<file path="src/logic/dmsr_pkg.sv">
// constants and carrier types for the drive monitor status register bank
package dmsr_pkg;

  // register numbers on the serial register port
  localparam logic [15:0] ADDR_LINK_STATUS  = 16'h0022; // data-link status
  localparam logic [15:0] ADDR_FREQ_REF     = 16'h0023; // frequency ref mirror
  localparam logic [15:0] ADDR_OUT_FREQ     = 16'h0024; // output frequency
  localparam logic [15:0] ADDR_OUT_VOLT     = 16'h0025; // output voltage ref
  localparam logic [15:0] ADDR_OUT_CURR     = 16'h0026; // output current
  localparam logic [15:0] ADDR_OUT_POWER    = 16'h0027; // output power
  localparam logic [15:0] ADDR_TORQUE_REF   = 16'h0028; // torque reference
  localparam logic [15:0] ADDR_INPUT_TERMS  = 16'h002b; // input terminals
  localparam logic [15:0] ADDR_DRIVE_FLAGS  = 16'h002c; // drive condition
  localparam logic [15:0] ADDR_OUTPUT_TERMS = 16'h002d; // output terminals
  localparam logic [15:0] ADDR_DC_BUS       = 16'h0031; // dc bus voltage
  localparam logic [15:0] ADDR_PID_FB       = 16'h0038; // pid feedback
  localparam logic [15:0] ADDR_PID_IN       = 16'h0039; // pid input
  localparam logic [15:0] ADDR_PID_OUT      = 16'h003a; // pid output
  localparam logic [15:0] ADDR_MAIN_FW      = 16'h003b; // main firmware no.
  localparam logic [15:0] ADDR_FLASH_FW     = 16'h003c; // flash firmware no.
  localparam logic [15:0] ADDR_LINK_ERRORS  = 16'h003d; // link error details

  // data-link status bit positions
  localparam int LINK_BUSY_BIT      = 0;  // written data being processed
  localparam int LINK_LIMIT_BIT     = 3;  // upper or lower limit error
  localparam int LINK_INTEGRITY_BIT = 4;  // data integrity error

  // drive condition bit positions
  localparam int DRV_RUNNING_BIT    = 0;  // operating
  localparam int DRV_ZERO_SPD_BIT   = 1;  // zero speed
  localparam int DRV_FREQ_MATCH_BIT = 2;  // frequency matched
  localparam int DRV_USER_SPD_BIT   = 3;  // user speed matched
  localparam int DRV_FDET_LE_BIT    = 4;  // out freq at or below level
  localparam int DRV_FDET_GE_BIT    = 5;  // out freq at or above level
  localparam int DRV_STARTUP_BIT    = 6;  // startup completed
  localparam int DRV_LOW_VOLT_BIT   = 7;  // low voltage detected
  localparam int DRV_BASEBLOCK_BIT  = 8;  // output baseblocked
  localparam int DRV_REF_SRC_BIT    = 9;  // freq ref not from link
  localparam int DRV_RUN_SRC_BIT    = 10; // run command not from link
  localparam int DRV_OVERTORQ_BIT   = 11; // overtorque detected
  localparam int DRV_REF_LOST_BIT   = 12; // frequency reference lost
  localparam int DRV_RETRY_BIT      = 13; // retrying after fault
  localparam int DRV_FAULT_BIT      = 14; // fault, time-out included
  localparam int DRV_TIMEOUT_BIT    = 15; // link time-out seen

  // link error detail bit positions
  localparam int ERR_CRC_BIT        = 0;  // crc error
  localparam int ERR_LENGTH_BIT     = 1;  // invalid data length
  localparam int ERR_PARITY_BIT     = 3;  // parity error
  localparam int ERR_OVERRUN_BIT    = 4;  // overrun error
  localparam int ERR_FRAMING_BIT    = 5;  // framing error
  localparam int ERR_TIMEOUT_BIT    = 6;  // time-out

  // terminal widths and synchroniser width
  localparam int IN_TERMS  = 7;            // multi-function inputs
  localparam int OUT_TERMS = 3;            // contact and photocoupler outs
  localparam int SYNC_W    = IN_TERMS + OUT_TERMS; // pins synchronised

  // values after reset
  localparam logic [15:0] WORD_RESET = 16'h0000; // every held word
  localparam logic [5:0]  ERR_RESET  = 6'h00;    // sticky error flags

  // level flags from the drive's own control logic
  typedef struct packed {
    logic running;          // motor operating
    logic zero_speed;       // at zero speed
    logic freq_match;       // frequency matched
    logic user_speed_match; // user-defined speed matched
    logic startup_done;     // startup completed
    logic low_voltage;      // low voltage detected
    logic baseblock;        // output baseblocked
    logic ref_not_link;     // freq reference from another source
    logic run_not_link;     // run command from another source
    logic overtorque;       // overtorque detected
    logic ref_lost;         // frequency reference lost
    logic retrying;         // retrying after fault
    logic fault;            // any drive fault
  } dmsr_drive_flags_t;

  // measurement values mirrored from the drive
  typedef struct packed {
    logic [15:0] freq_ref;   // frequency reference item
    logic [15:0] out_freq;   // output frequency item
    logic [15:0] out_volt;   // output voltage item
    logic [15:0] out_curr;   // output current item
    logic [15:0] out_power;  // output power item
    logic [15:0] torque_ref; // torque reference item
    logic [15:0] dc_bus;     // dc bus voltage
    logic [15:0] pid_fb;     // unsigned, ten counts per percent
    logic [15:0] pid_in;     // signed, ten counts per percent
    logic [15:0] pid_out;    // signed, ten counts per percent
    logic [15:0] main_fw;    // main firmware number
    logic [15:0] flash_fw;   // flash firmware number
  } dmsr_monitor_t;

  // one-cycle link error events from the receiver
  typedef struct packed {
    logic timeout;    // time-out
    logic framing;    // framing error
    logic overrun;    // overrun error
    logic parity;     // parity error
    logic bad_length; // invalid data length
    logic crc;        // crc error
  } dmsr_link_err_t;

endpackage

</file>
<file path="src/logic/dmsr_pin_sync.sv">
// two-flop synchroniser for the terminal pin levels
`timescale 1ns/1ps
module dmsr_pin_sync (
  input  wire logic                      sys_clk_in,  // system clock
  input  wire logic                      reset_in,    // sync reset, high
  input  wire logic [dmsr_pkg::SYNC_W-1:0] pins_in,   // raw pin levels
  output logic      [dmsr_pkg::SYNC_W-1:0] pins_out   // synchronised
);

  logic [dmsr_pkg::SYNC_W-1:0] stage_one; // metastable stage, no taps

  // first stage is read only by the second
  always_ff @(posedge sys_clk_in) begin
    if (reset_in) begin
      stage_one <= '0;
      pins_out  <= '0;
    end else begin
      stage_one <= pins_in;
      pins_out  <= stage_one;
    end
  end

endmodule

</file>
<file path="src/logic/dmsr_bank.sv">
// read-only drive monitor status register bank
//
// Summary of operation
// - link status: busy, limit, integrity bits
// - input terminals one to seven in bits 0-6
// - drive status word reports run and state flags
// - bits 4/5: out freq vs detection level
// - bit 7 high while low voltage seen
// - bits 9/A: zero means serial link source
// - bit E fault, time-out counts as fault
// - bit F set once link time-out seen
// - output terminals in bits 0-2, rest zero
// - pid feedback unsigned, ten counts per percent
// - pid input/output signed, ten per percent
// - all registers read-only, writes rejected
// - link errors latch until error reset
`timescale 1ns/1ps
module dmsr_bank (
  input  wire logic                       sys_clk_in,     // 50 MHz clock
  input  wire logic                       reset_in,       // sync reset, high
  input  wire logic [dmsr_pkg::IN_TERMS-1:0]  input_terms_in,  // input pins
  input  wire logic [dmsr_pkg::OUT_TERMS-1:0] output_terms_in, // output pins
  input  wire dmsr_pkg::dmsr_drive_flags_t drive_flags_in, // drive levels
  input  wire dmsr_pkg::dmsr_monitor_t     monitor_in,     // mirrored values
  input  wire logic [15:0]                freq_level_in,  // detection level
  input  wire logic                       write_busy_in,  // write in progress
  input  wire logic                       limit_err_in,   // limit violation
  input  wire logic                       integrity_err_in, // integrity fail
  input  wire dmsr_pkg::dmsr_link_err_t    link_err_in,    // error pulses
  input  wire logic                       error_reset_in, // clear pulse
  input  wire logic                       frame_active_in, // read frame busy
  input  wire logic                       rd_req_in,      // read strobe
  input  wire logic                       wr_req_in,      // write strobe
  input  wire logic [15:0]                addr_in,        // register number
  output logic                            rsp_valid_out,  // answer pulse
  output logic                            rsp_err_out,    // refused access
  output logic [15:0]                     rdata_out       // read data
);

  logic [dmsr_pkg::SYNC_W-1:0] pins_sync;   // synchronised terminal levels
  logic [5:0]  err_sticky;                  // latched link error flags
  logic [5:0]  next_err_sticky;             // next latched flags
  logic        timeout_seen;                // latched time-out for bit F
  logic [15:0] live_link;                   // live data-link word
  logic [15:0] live_in_terms;               // live input terminal word
  logic [15:0] live_drive;                  // live drive condition word
  logic [15:0] live_out_terms;              // live output terminal word
  logic [15:0] live_errors;                 // live link error word
  logic [15:0] snap_link;                   // held data-link word
  logic [15:0] snap_in_terms;               // held input word
  logic [15:0] snap_drive;                  // held drive word
  logic [15:0] snap_out_terms;              // held output word
  logic [15:0] snap_errors;                 // held error word
  dmsr_pkg::dmsr_monitor_t snap_mon;        // held measurement values
  logic [15:0] read_word;                   // selected register value
  logic        read_miss;                   // register number unmapped

  // set wins over clear so no event is lost in the clearing cycle
  function automatic logic [5:0] sticky_next(input logic [5:0] cur,
                                             input logic [5:0] set,
                                             input logic       clr);
    sticky_next = (clr ? 6'h00 : cur) | set;
  endfunction

  // terminal pins come from outside, so they pass two flops first
  dmsr_pin_sync u_pin_sync (
    .sys_clk_in (sys_clk_in),
    .reset_in   (reset_in),
    .pins_in    ({output_terms_in, input_terms_in}),
    .pins_out   (pins_sync)
  );

  // latched link error detail flags
  always_comb begin
    next_err_sticky = sticky_next(err_sticky, link_err_in,
                                  error_reset_in);
  end

  always_ff @(posedge sys_clk_in) begin
    if (reset_in) begin
      err_sticky <= dmsr_pkg::ERR_RESET;
    end else begin
      err_sticky <= next_err_sticky;
    end
  end

  // time-out flag for the drive word, cleared with the detail flags
  always_ff @(posedge sys_clk_in) begin
    if (reset_in) begin
      timeout_seen <= 1'b0;
    end else if (link_err_in.timeout) begin
      timeout_seen <= 1'b1;
    end else if (error_reset_in) begin
      timeout_seen <= 1'b0;
    end
  end

  // compose live status words; unused bits stay zero
  always_comb begin
    live_link = 16'h0000;
    live_link[dmsr_pkg::LINK_BUSY_BIT]      = write_busy_in;
    live_link[dmsr_pkg::LINK_LIMIT_BIT]     = limit_err_in;
    live_link[dmsr_pkg::LINK_INTEGRITY_BIT] = integrity_err_in;

    live_in_terms = 16'h0000;
    live_in_terms[dmsr_pkg::IN_TERMS-1:0] =
      pins_sync[dmsr_pkg::IN_TERMS-1:0];

    live_out_terms = 16'h0000;
    live_out_terms[dmsr_pkg::OUT_TERMS-1:0] =
      pins_sync[dmsr_pkg::SYNC_W-1:dmsr_pkg::IN_TERMS];

    live_errors = 16'h0000;
    live_errors[dmsr_pkg::ERR_CRC_BIT]     = err_sticky[0];
    live_errors[dmsr_pkg::ERR_LENGTH_BIT]  = err_sticky[1];
    live_errors[dmsr_pkg::ERR_PARITY_BIT]  = err_sticky[2];
    live_errors[dmsr_pkg::ERR_OVERRUN_BIT] = err_sticky[3];
    live_errors[dmsr_pkg::ERR_FRAMING_BIT] = err_sticky[4];
    live_errors[dmsr_pkg::ERR_TIMEOUT_BIT] = err_sticky[5];
  end

  // drive condition word from control flags and the frequency compare
  always_comb begin
    live_drive = 16'h0000;
    live_drive[dmsr_pkg::DRV_RUNNING_BIT]    = drive_flags_in.running;
    live_drive[dmsr_pkg::DRV_ZERO_SPD_BIT]   = drive_flags_in.zero_speed;
    live_drive[dmsr_pkg::DRV_FREQ_MATCH_BIT] = drive_flags_in.freq_match;
    live_drive[dmsr_pkg::DRV_USER_SPD_BIT]   =
      drive_flags_in.user_speed_match;
    // both bits read one when the frequency equals the level
    live_drive[dmsr_pkg::DRV_FDET_LE_BIT]    =
      (monitor_in.out_freq <= freq_level_in);
    live_drive[dmsr_pkg::DRV_FDET_GE_BIT]    =
      (monitor_in.out_freq >= freq_level_in);
    live_drive[dmsr_pkg::DRV_STARTUP_BIT]    = drive_flags_in.startup_done;
    live_drive[dmsr_pkg::DRV_LOW_VOLT_BIT]   =
      drive_flags_in.low_voltage;
    live_drive[dmsr_pkg::DRV_BASEBLOCK_BIT]  = drive_flags_in.baseblock;
    live_drive[dmsr_pkg::DRV_REF_SRC_BIT]    =
      drive_flags_in.ref_not_link;
    live_drive[dmsr_pkg::DRV_RUN_SRC_BIT]    =
      drive_flags_in.run_not_link;
    live_drive[dmsr_pkg::DRV_OVERTORQ_BIT]   = drive_flags_in.overtorque;
    live_drive[dmsr_pkg::DRV_REF_LOST_BIT]   = drive_flags_in.ref_lost;
    live_drive[dmsr_pkg::DRV_RETRY_BIT]      = drive_flags_in.retrying;
    live_drive[dmsr_pkg::DRV_FAULT_BIT]      =
      drive_flags_in.fault | timeout_seen;
    live_drive[dmsr_pkg::DRV_TIMEOUT_BIT]    = timeout_seen;
  end

  // snapshot follows live values, frozen while a read frame runs
  // so a multi-word read sees one coherent sample
  always_ff @(posedge sys_clk_in) begin
    if (reset_in) begin
      snap_link      <= dmsr_pkg::WORD_RESET;
      snap_in_terms  <= dmsr_pkg::WORD_RESET;
      snap_drive     <= dmsr_pkg::WORD_RESET;
      snap_out_terms <= dmsr_pkg::WORD_RESET;
      snap_errors    <= dmsr_pkg::WORD_RESET;
      snap_mon       <= '0;
    end else if (!frame_active_in) begin
      snap_link      <= live_link;
      snap_in_terms  <= live_in_terms;
      snap_drive     <= live_drive;
      snap_out_terms <= live_out_terms;
      snap_errors    <= live_errors;
      snap_mon       <= monitor_in;
    end
  end

  // register number decode; gaps answer as unmapped
  always_comb begin
    read_word = 16'h0000;
    read_miss = 1'b0;
    unique case (addr_in)
      dmsr_pkg::ADDR_LINK_STATUS:  read_word = snap_link;
      dmsr_pkg::ADDR_FREQ_REF:     read_word = snap_mon.freq_ref;
      dmsr_pkg::ADDR_OUT_FREQ:     read_word = snap_mon.out_freq;
      dmsr_pkg::ADDR_OUT_VOLT:     read_word = snap_mon.out_volt;
      dmsr_pkg::ADDR_OUT_CURR:     read_word = snap_mon.out_curr;
      dmsr_pkg::ADDR_OUT_POWER:    read_word = snap_mon.out_power;
      dmsr_pkg::ADDR_TORQUE_REF:   read_word = snap_mon.torque_ref;
      dmsr_pkg::ADDR_INPUT_TERMS:  read_word = snap_in_terms;
      dmsr_pkg::ADDR_DRIVE_FLAGS:  read_word = snap_drive;
      dmsr_pkg::ADDR_OUTPUT_TERMS: read_word = snap_out_terms;
      dmsr_pkg::ADDR_DC_BUS:       read_word = snap_mon.dc_bus;
      dmsr_pkg::ADDR_PID_FB:       read_word = snap_mon.pid_fb;
      dmsr_pkg::ADDR_PID_IN:       read_word = snap_mon.pid_in;
      dmsr_pkg::ADDR_PID_OUT:      read_word = snap_mon.pid_out;
      dmsr_pkg::ADDR_MAIN_FW:      read_word = snap_mon.main_fw;
      dmsr_pkg::ADDR_FLASH_FW:     read_word = snap_mon.flash_fw;
      dmsr_pkg::ADDR_LINK_ERRORS:  read_word = snap_errors;
      // unused numbers read zero and flag the miss
      default: begin
        read_miss = 1'b1;
      end
    endcase
  end

  // one answer per strobe; a write always wins and is refused
  always_ff @(posedge sys_clk_in) begin
    if (reset_in) begin
      rsp_valid_out <= 1'b0;
      rsp_err_out   <= 1'b0;
      rdata_out     <= dmsr_pkg::WORD_RESET;
    end else if (wr_req_in) begin
      rsp_valid_out <= 1'b1;
      rsp_err_out   <= 1'b1;
      rdata_out     <= dmsr_pkg::WORD_RESET;
    end else if (rd_req_in) begin
      rsp_valid_out <= 1'b1;
      rsp_err_out   <= read_miss;
      rdata_out     <= read_word;
    end else begin
      rsp_valid_out <= 1'b0;
      rsp_err_out   <= 1'b0;
    end
  end
endmodule

</file>
<file path="config.mk">
export PLATFORM = sky130hd
export DESIGN_NAME = dmsr_bank
export DESIGN_NICKNAME = d
export VERILOG_FILES = /design/src/logic/dmsr_pkg.sv /design/src/logic/dmsr_pin_sync.sv /design/src/logic/dmsr_bank.sv
export SDC_FILE = /design/constraint.sdc
export NUM_CORES = 1
export LEC_CHECK = 0
export BUFFER_PORTS_ARGS = -buffer_cell sky130_fd_sc_hd__buf_2
export CORE_AREA = 2 2 178 128
export DETAILED_ROUTE_END_ITERATION = 16
export DIE_AREA = 0 0 180 130
export PLACE_DENSITY_LB_ADDON = 0.15
export SLEW_MARGIN = 20
export SYNTH_ARGS = -nofsm -noshare
export SYNTH_HDL_FRONTEND = slang
export SYNTH_HIERARCHICAL = 1
export SYNTH_SLANG_ARGS = --single-unit
</file>
<file path="constraint.sdc">
create_clock -name sys_clk_in -period 2.9 [get_ports sys_clk_in]
set_input_delay 0.58 -clock sys_clk_in [delete_from_list [all_inputs] [get_ports sys_clk_in]]
set_output_delay 0.58 -clock sys_clk_in [all_outputs]
set_load 0.03 [all_outputs]
</file>
Word level (Yosys, flattened, before mapping)
Index checks and enable logic that the tools add are counted.

Logic and storage cells: 57. Register bits after elaboration: 272. Input port bits: 262. Output and inout bits: 18.

Reductions and logical operators: 3. Bitwise gates (word level): 2. Magnitude comparators: 2. Equal/unequal tests: 17. Multiplexer cells: 9.

Operators with widths (count): $eq 16x6->1 const B (17); $pmux 16 s17 (1); $reduce_or 17->1 (1); $ge 16x16->1 (1); $le 16x16->1 (1); $mux 1 (7); $mux 6 (1); $or 6x6->6 (1); $reduce_bool 2->1 (1); $reduce_or 2->1 (1); $or 1x1->1 (1).

Depth between registers and ports, before layout
Gate-level depths: netlist (run 1).

Word-level depth: 5. Gate-level depth with buffers: 9. Gate-level depth less buffers: 8.

Hierarchy
Netlist (run 1), hierarchy kept.

Modules (own cells, without submodules): dmsr_bank (cells an instance 1128, seq. area each 5044.8 um^2, area an instance 10930.5 um^2, times used 1); dmsr_pin_sync (cells an instance 42, seq. area each 400.4 um^2, area an instance 618.1 um^2, times used 1).

Least setup slack after synthesis (run 1)
Ideal clock, no wire load.

Kind: input-to-reg. Start point: input addr_in[13]. End point: register rdata_out[1]. Setup slack: 0.296 ns. Arrival: 2.538 ns. Setup time: 0.066 ns. Stages: 9. Data required time: 2.834 ns. Path buffers: 3. Cells stage by stage: or4_4 -> buf_6 -> or4_4 -> buf_6 -> nor2_8 -> buf_6 -> a222oi_1 -> and3_1 -> a21oi_2.

Longest elaborated chain between the ends: 2. Elaborated cells between the ends (all ways): 18. Those cells by class: eq/ne: 17; mux: 1.

RTL lines: from (decl) (line dmsr_bank.sv:34) `input wire logic [15:0] addr_in,`; $eq 16x6->1 (line dmsr_bank.sv:175) `unique case (addr_in)`; $pmux 16 s17 (*) (line dmsr_bank.sv:175); to (signal assigned) (line dmsr_bank.sv:205) `rdata_out <= dmsr_pkg::WORD_RESET;`; to (signal assigned) (line dmsr_bank.sv:209) `rdata_out <= dmsr_pkg::WORD_RESET;`; to (signal assigned) (line dmsr_bank.sv:213) `rdata_out <= read_word;`; to (decl) (line dmsr_bank.sv:37) `output logic [15:0] rdata_out`.

Mark *: on every way between the ends. The rest lies on a longest branch, timed or not. A chain may end at the register's enable or synchronous reset.

Final worst setup path (run 1)
Start point: input addr_in[9]. End point: register rdata_out[1].

The elaborated chain is that of the path after synthesis.

==> qor.txt, run 1 <==
Longest Clk Path Bufs: 3
Top cell type's share of synthesized area: 47.2%
Max Slew Vio Count: 0
Count of final hold-check violations: 0
Clock Tree Root: clkbuf_16
Detailed router's first-iteration violation count: 1150
Clk slew on worst S/H paths: 0.06 ns
Vias in the first global route: 9436
PD cells: 593 mW/mm^2
TritonCTS buffer count: 26
Setup crit start: addr_in[9]
I/O pins: 280
Core outline area: 0.0219 sq mm
Starting Density: 52.7%
H-tree levels: 1
Drt total wl: 36700 microns
Synth-to-layout area growth: 24.2%
Setup crit start kind: input pin
RD Place Congestion: 0.948
Setup crit end: rdata_out[1]
Global-route wire length before repair: 54700 microns
Drt pass-1 iters: 8
Total gr overflow: 0
Layout cells sized above 1: 29.0%
Dpl cells: 1712
Total track usage: 30.5%
CTS tree: built
Final setup vio count: 0
Setup Crit Path Kind: in -> reg
Dominant cell by count in the synthesized netlist: dfxtp_1
Crit-path max FO: 14
Post-CTS Hold Buffers: 0
Synth area leaders: dfxtp_1 (47%), mux2i_1 (20%), nor2_1 (8.1%)
R2R Path End: rdata_out[2]
Maxcap violations: 0
Hold Crit Class: in -> reg
Skew-Pair Late Insertion Delay: 0.53 ns
PostCTS Resize Cnt: 0
Post-synthesis sequential element count: 272
Asr flop ratio synth: 0%
Row count: 46
Worst r2r src: snap_out_terms[2]
Cells after Synth: 1170
Synth Flop Type: dfxtp_1
WP data required: 3.36 ns
Syn nets: 1448
HPWL Detailed: 27800 microns
Setup Buffers After CTS: 0
Distinct cells, synth: 62
Status: finished, final reports clean
Largest net degree at the start of global routing: 188
Minimum clock period after layout: 2.49 ns
Period utilization: 85.7%
Max IR drop VDD: 0.000374 V
Worst Setup End Kind: flip-flop
Die ar.: 0.0234 sq mm
Syn Area/Cell: 9.87 sq um
Initial antenna violation count: 3
Port buffer count: 279
DR vias: 9982
Die height: 130 microns
Post-layout util: 65.4%
Least-Margin Pin Slew: 1.01 ns
Clk sinks: 272
Achievable Freq: 0.402 GHz
Leakage: 6.83 nW
Setup ws final: 0.414 ns
YS warnings: 6
Post-route ant nets: 0
R2R depth: 4
Sequential-to-total area share from yosys stat: 47.2%
Relative slew slack: 31.0%
Pre-CTS setup slack: -0.0836 ns
Via density: 5.67
Remaining DRCs: 0
RSZ-0062 raised after global routing: no
Hold Path Cell Cnt: 2
Crit path DAT: 2.95 ns
Post-Syn Area: 0.0115 sq mm
Largest area contributor in the netlist: dfxtp_1
EDFF count, synth: 0
Post-route non-filler standard cell count: 1761
Flop2flop setup slack: 0.92 ns
Final nets: 1730
Die W: 180 microns
Worst Skew: 0.0104 ns
Wire per inst: 20.9 microns
Most instantiated cells after synthesis: dfxtp_1 (272), nor2_1 (248), mux2i_1 (227), a22oi_1 (49), clkbuf_1 (42)
worst max-delay path: stages:
cell and delay [ns]:
buf_2 0.10, or4_1 0.69, or4_4 0.66, nor2_4 0.38
a222oi_1 0.18, and3_1 0.21, a21oi_2 0.13
per-stage QoR:
stage | total power [mW] | cell area [sq um] | hold WS [ns] | setup TNS [ns]
after global placement | 4.99 | 13400 | 0.426 | -0.0822
after global routing | 8.80 | 14300 | 0.253 | 0
after floorplan | 4.61 | 11500 | 0.415 | 0
after CTS | 8.54 | 14300 | 0.239 | 0
after detailed placement | 5.00 | 13400 | 0.422 | -0.421
final | 8.50 | 14300 | 0.255 | 0
placed cells by master (no fill, tap or decap), types with 5 or more instances in the layout:
cell type,instances
nor2b_2,16
nor2_1,248
clkbuf_16,27
nand4_1,14
a22oi_1,49
clkinv_2,7
nor3_1,14
ha_1,16
nand2_1,18
o221a_2,10
a21oi_1,12
and2_1,10
a31oi_1,6
and3_1,12
a222oi_1,23
mux2i_1,227
a21o_1,5
o21ai_0,7
inv_1,23
buf_12,5
o21a_1,5
nand3_1,29
dfxtp_1,272
a22o_1,8
buf_4,51
buf_2,277
power by group:
group          leakage [nW]  internal (mW)  switching, mW
Clock                 0.441           2.09           1.48
Combinational          4.14          0.409          0.434
Sequential             2.24           3.94          0.146
Total                  6.83           6.44           2.06
per-layer routing:
metal,track usage (%),up-vias,part of all wire [%]
li1,-,4762,-
met1,43.2,4649,45
met2,45.8,501,42
met3,8.51,68,10
met4,8.56,2,2.5
met5,0,-,0.033
flip-flops by register name, indices dropped and copies added (netlist names):
| signal | flops |
|---|---|
| u_pin_sync/pins_out | 10 |
| timeout_seen | 1 |
| rdata_out | 16 |
| rsp_err_out | 1 |
| snap_errors | 6 |
| snap_mon | 192 |
| snap_in_terms | 7 |
| rsp_valid_out | 1 |
| snap_out_terms | 3 |
| err_sticky | 6 |
| snap_drive | 16 |
| u_pin_sync/stage_one | 10 |
| snap_link | 3 |
worst min-delay path by stage:
stage,from,to,slack [ns]
CTS,link_err_in[3],err_sticky[3],0.24
global placement,u_pin_sync/stage_one[8],u_pin_sync/pins_out[8],0.43
detailed placement,u_pin_sync/stage_one[8],u_pin_sync/pins_out[8],0.42
global route,input_terms_in[6],u_pin_sync/stage_one[6],0.25
finish,output_terms_in[1],u_pin_sync/stage_one[8],0.26
floorplan,u_pin_sync/stage_one[0],u_pin_sync/pins_out[0],0.41
cell type report:
class | instances | area, sq um
antenna | 2 | 5.00
clock buffer | 31 | 701
clock inverter | 16 | 196
fill | 1836 | 7590
inverter | 23 | 86.3
multi-input combinational | 794 | 5650
sequential | 272 | 5450
tap | 288 | 360
timing repair buffer | 335 | 1900
kinds of logic after synthesis:
kind of cell             synth area share, %
AO/OA/AOI/OAI                           10.4
buffers and inverters                   4.04
adder cells (fa/ha/maj)                 1.73
flip-flops                              47.2
multiplexers                            19.8
AND/OR/NAND/NOR                         16.9
(Power assumes the default switching activity.)
==> inputs of run 2 (changes only) <==
- CORE_AREA: 2 2 178 128 -> 2 2 260 185
- CTS_BUF_LIST: not set -> sky130_fd_sc_hd__clkbuf_8 sky130_fd_sc_hd__clkbuf_16
- CTS_CLUSTER_SIZE: not set -> 28
- DIE_AREA: 0 0 180 130 -> 0 0 262 187
==> run 2 against run 1 <==
Net effect: count of clock-buffer cells in the layout up 4; register-to-register slack gained 0.10 ns; critical path depth is the same; hold slack got worse by 0.038 ns; sequential cell count did not move; power is 1.4% higher; combinational power is 5.0% higher; setup slack gained 0.035 ns; critical path type unchanged.
==> qor.txt, run 2 (synthesized netlist as in run 1, its figures left out) <==
Status: finished, final reports clean
Die height: 187 microns
Max stage delay on crit path: 0.68 ns
Crit-path max FO: 14
Skew-Pair Late Insertion Delay: 0.57 ns
Setup crit start kind: input pin
Port buffer count: 279
Die W: 262 microns
PD cells: 574 mW/mm^2
Drt total wl: 48500 microns
Least-Margin Pin Slew: 0.755 ns
Slowest-stage cell, CP: or4_1
Count of final hold-check violations: 0
DR vias: 9978
Relative slew slack: 48.4%
Int Pwr: 6.42 mW
Worst Skew: 0.00672 ns
CTS tree: built
Longest Clk Path Bufs: 3
I/O pins: 280
Worst path buffer plus inverter count: 1
RD Place Congestion: 0.844
Row count: 67
Commonest non-fill, non-tap cells in the layout: buf_2 (277), dfxtp_1 (272), nor2_1 (248), mux2i_1 (227), buf_4 (60)
Drt pass-1 iters: 7
Starting Density: 24.6%
Clock network power share: 41.9%
Core outline area: 0.0469 sq mm
Die ar.: 0.0490 sq mm
Commonest non-fill, non-tap cell in the layout: buf_2
Setup Crit Path Kind: in -> reg
Sequential power share: 47.8%
Synth-to-layout area growth: 30.1%
Detailed router's first-iteration violation count: 835
Leakage: 6.99 nW
Crit path DAT: 2.96 ns
Overall power consumption: 8.62 mW
Minimum clock period after layout: 2.45 ns
Global-route wire length before repair: 68600 microns
WP data required: 3.41 ns
Post-CTS Hold Buffers: 0
Worst Setup End Kind: flip-flop
CP top delay family: simple AND/OR/NAND/NOR gates
Crit path cell chain: buf_2, or4_1, or4_4, nor2_8, a222oi_1, nand3_1, o221a_2
Largest net degree at the start of global routing: 124
Period utilization: 84.5%
Comb power frac: 10.3%
Remaining DRCs: 0
Largest regs: snap_mon (192), rdata_out (16), snap_drive (16)
Setup TNS Final: 0 ns
Clk slew on worst S/H paths: 0.06 ns
Total gr overflow: 0
Total track usage: 19.3%
Sw frac: 25.6%
Via density: 4.72
Max Slew Vio Count: 0
Fill cell count: 4928
Final nets: 1751
Wire per inst: 22.9 microns
TritonCTS buffer count: 29
H-tree levels: 1
Clock Tree Root: clkbuf_16
Clk sinks: 272
Maxcap violations: 0
Max IR drop VDD: 0.000400 V
Psw: 2.20 mW
Layout cells sized above 1: 29.9%
RSZ-0062 raised after global routing: no
HPWL Detailed: 38400 microns
Hold Crit Class: in -> reg
Post-route non-filler standard cell count: 2116
Dpl cells: 2063
Vias in the first global route: 9798
Achievable Freq: 0.408 GHz
Initial antenna violation count: 7
PostCTS Resize Cnt: 0
Largest register by flop count: snap_mon
Setup Buffers After CTS: 0
Post-route ant nets: 0
Max FFs per register: 192
Final setup vio count: 0
run 2: path summary, 6_finish.rpt:
check                                        startpoint                      end  slack (ns)  depth (start not counted)
worst min register to register  u_pin_sync/stage_one[0]   u_pin_sync/pins_out[0]        0.44                          1
worst min-delay path                  input_terms_in[3]  u_pin_sync/stage_one[3]        0.22                          2
worst max-delay path                         addr_in[9]             rdata_out[9]        0.45                          7
worst max register to register            snap_mon[180]             rdata_out[4]        1.02                          7
run 2: per-stage QoR:
step	hold slack, ns	area, sq um	worst slack, ns	utilization, %
after floorplan	0.415	11500	0.296	-
after global placement	0.427	14100	-0.0357	30.0
after detailed placement	0.428	14100	-0.0757	30.0
after CTS	0.199	15000	0.519	32.0
after global routing	0.213	15000	0.404	32.0
final	0.217	15000	0.449	32.0
run 2: area by class of cell:
type                       count  area [sq um]  area share [%]
timing repair buffer         353          2150            14.3
inverter                      23          86.3           0.575
clock buffer                  35           808            5.38
antenna                        2          5.00          0.0333
tap                          621           777            5.17
sequential                   272          5450            36.2
multi-input combinational    794          5650            37.6
clock inverter                16           110           0.733
run 2: power by group through the flow:
stage,clock network (mW),registers [mW],logic [mW]
floorplan,0,4.10,0.505
global placement,0,4.21,0.887
detailed placement,0,4.20,0.893
CTS,3.71,4.12,0.899
global route,3.88,4.13,0.977
finish,3.62,4.12,0.886
run 2: worst reg2reg max path: cells and delay by family, from the launching register on:
kind                   cells  cell delay [ns]
AOI/OAI and AO/OA          3             0.76
DFF                        1             0.32
buffers and inverters      2             0.32
muxes                      1             0.30
and+or+nand+nor            1             0.08
run 2: per-layer routing:
layer	GRT usage (%)	routed length (microns)	vias to the layer above
met1	28.5	23700	4778
met5	0	62	-
met4	2.67	619	10
met2	28.7	20500	336
li1	-	-	4797
met3	4.62	3600	57
==> inputs of run 3 (changes only) <==
- clock period: 2.9 -> 2.26 ns (I/O delays scaled with it)
==> run 3 against run 2 <==
Net effect: combinational power increased by 34%; power increased by 31%; final area increased by 3.2%; die area unchanged; count of clock-buffer cells in the layout unchanged; hold slack got worse by 0.12 ns; utilization increased by 1.0 points; wire length decreased by 0.87%; first-iteration DRC count decreased by 9.7%; final cell count increased by 2.2%; sequential power increased by 28%; critical endpoint is now rdata_out[2]; register-to-register slack got worse by 0.62 ns.
==> qor.txt, run 3 (synthesized netlist as in run 1, its figures left out) <==
Die height: 187 microns
TritonCTS buffer count: 29
Total track usage: 19.1%
Vias in the first global route: 10148
Via density: 4.67
H-tree levels: 1
Core outline area: 0.0469 sq mm
Count of final hold-check violations: 0
N_diodes: 0
Final setup vio count: 0
Hold Path Cell Cnt: 2
Clk sinks: 272
DR vias: 10111
Max IR drop VDD: 0.000488 V
Largest regs: snap_mon (192), rdata_out (16), snap_drive (16)
Period utilization: 99.6%
Minimum clock period after layout: 2.25 ns
Die W: 262 microns
Sequential power share: 46.4%
Clock network power share: 43.1%
I/O pins: 280
Least-Margin Pin Slew: 1.08 ns
Setup Buffers After CTS: 0
Remaining DRCs: 0
Sw frac: 25.0%
Drt total wl: 48100 microns
Detailed router's first-iteration violation count: 754
Die ar.: 0.0490 sq mm
R2R depth: 5
Comb power frac: 10.5%
Global-route wire length before repair: 68200 microns
RSZ-0062 raised after global routing: yes
Status: finished, final reports clean
Setup crit start: addr_in[5]
Max FFs per register: 192
Int Pwr: 8.50 mW
Final nets: 1798
RD Place Congestion: 0.862
Maxcap violations: 0
Total gr overflow: 0
Synth-to-layout area growth: 34.3%
Worst Setup End Kind: flip-flop
Layout cells sized above 1: 32.4%
Wire per inst: 22.2 microns
Max Slew Vio Count: 0
Post-route ant nets: 0
Worst Skew: 0.00843 ns
Longest Clk Path Bufs: 3
Setup TNS Final: 0 ns
Port buffer count: 279
Largest net degree at the start of global routing: 148
Row count: 67
R2R Path End: rdata_out[4]
Psw: 2.84 mW
Leakage: 7.27 nW
Setup Crit Path Kind: in -> reg
Commonest non-fill, non-tap cell in the layout: buf_2
Setup crit start kind: input pin
Largest register by flop count: snap_mon
Hold slack: 0.0966 ns
Initial antenna violation count: 4
HPWL Detailed: 38200 microns
Hold EP: u_pin_sync/stage_one[3]
Hold Crit Class: in -> reg
CTS tree: built
Flop2flop setup slack: 0.40 ns
Drt pass-1 iters: 7
Relative slew slack: 26.8%
Skew-Pair Late Insertion Delay: 0.57 ns
Starting Density: 24.6%
Min-delay src: input_terms_in[3]
PD cells: 731 mW/mm^2
Fill cell count: 4924
Crit path DAT: 2.71 ns
Achievable Freq: 0.444 GHz
Worst r2r src: snap_mon[180]
Clock Tree Root: clkbuf_16
Clk slew on worst S/H paths: 0.06 ns
Commonest non-fill, non-tap cells in the layout: buf_2 (277), dfxtp_1 (272), nor2_1 (248), mux2i_1 (227), buf_4 (102)
WP data required: 2.71 ns
Crit-path max FO: 9
## run 3: cell types whose count changed in the layout (fill, tap and decap cells not counted), moves of 2 or more
cell       before  now
inv_6           2    0
buf_12         14   19
diode_2         2    0
clkinv_2        5    7
bufinv_16       1    3
buf_4          60  102
## run 3: cell type report
cell class / instances / area, sq um / area share [%]
multi-input cells: 794 / 5670 / 36.5
flip-flops and latches: 272 / 5450 / 35.1
repair buffers: 400 / 2560 / 16.5
clock buffers: 35 / 808 / 5.21
well taps: 621 / 777 / 5.01
clock inverters: 18 / 168 / 1.08
inverters: 23 / 86.3 / 0.557
## run 3: how the worst max path moves through the flow
stage / to / slack, ns / cells after the start
after floorplan: rdata_out[5] / -0.17 / 9
after global placement: rdata_out[2] / -0.57 / 10
after detailed placement: rdata_out[10] / -0.57 / 9
after CTS: rdata_out[10] / 0.01 / 9
after global routing: rdata_out[12] / -0.002 / 8
final: rdata_out[2] / 0.008 / 10
## run 3: routing by layer
| metal | vias to the layer above | track usage (%) | share of wire [%] |
|---|---|---|---|
| li1 | 4894 | - | - |
| met1 | 4839 | 28.2 | 49 |
| met2 | 324 | 28.6 | 42 |
| met3 | 48 | 4.51 | 7.3 |
| met4 | 6 | 3.00 | 1.6 |
| met5 | - | 0 | 0.083 |
## run 3: power by group through the flow
stage          clock network [mW]  registers [mW]  logic (mW)
2_1_floorplan                   0            5.27       0.650
3_3_place_gp                    0            5.37        1.18
3_5_place_dp                    0            5.37        1.19
4_1_cts                      5.02            5.26        1.20
5_1_grt                      5.24            5.28        1.30
6_report                     4.89            5.26        1.19
## run 3: repair_timing
action | 4_1_cts | 5_1_grt
resized for setup | 0 | 2
endpoints found under the hold margin | 0 | 0
endpoints found under the setup margin | 0 | 5
hold buffers | 0 | 0
## run 3: worst max-delay path: stages
cell and delay, ns:
buf_2 0.10, or3b_2 0.34, nor4_2 0.08, buf_4 0.14, buf_4 0.16, a31o_2 0.24
a2111oi_0 0.58, buf_4 0.22, nand3_1 0.12, o221a_2 0.28
## run 3: metrics by stage
step | instances | power, mW | setup slack (ns) | cell area [sq um] | util [%]
final | 2163 | 11.3 | 0.00796 | 15500 | 33.0
after global routing | 2163 | 11.8 | -0.00193 | 15500 | 33.0
after CTS | 2163 | 11.5 | 0.0127 | 15500 | 33.0
after detailed placement | 2110 | 6.56 | -0.568 | 14500 | 30.9
after global placement | 2110 | 6.56 | -0.571 | 14500 | 30.9
after floorplan | 1170 | 5.92 | -0.167 | 11600 | -
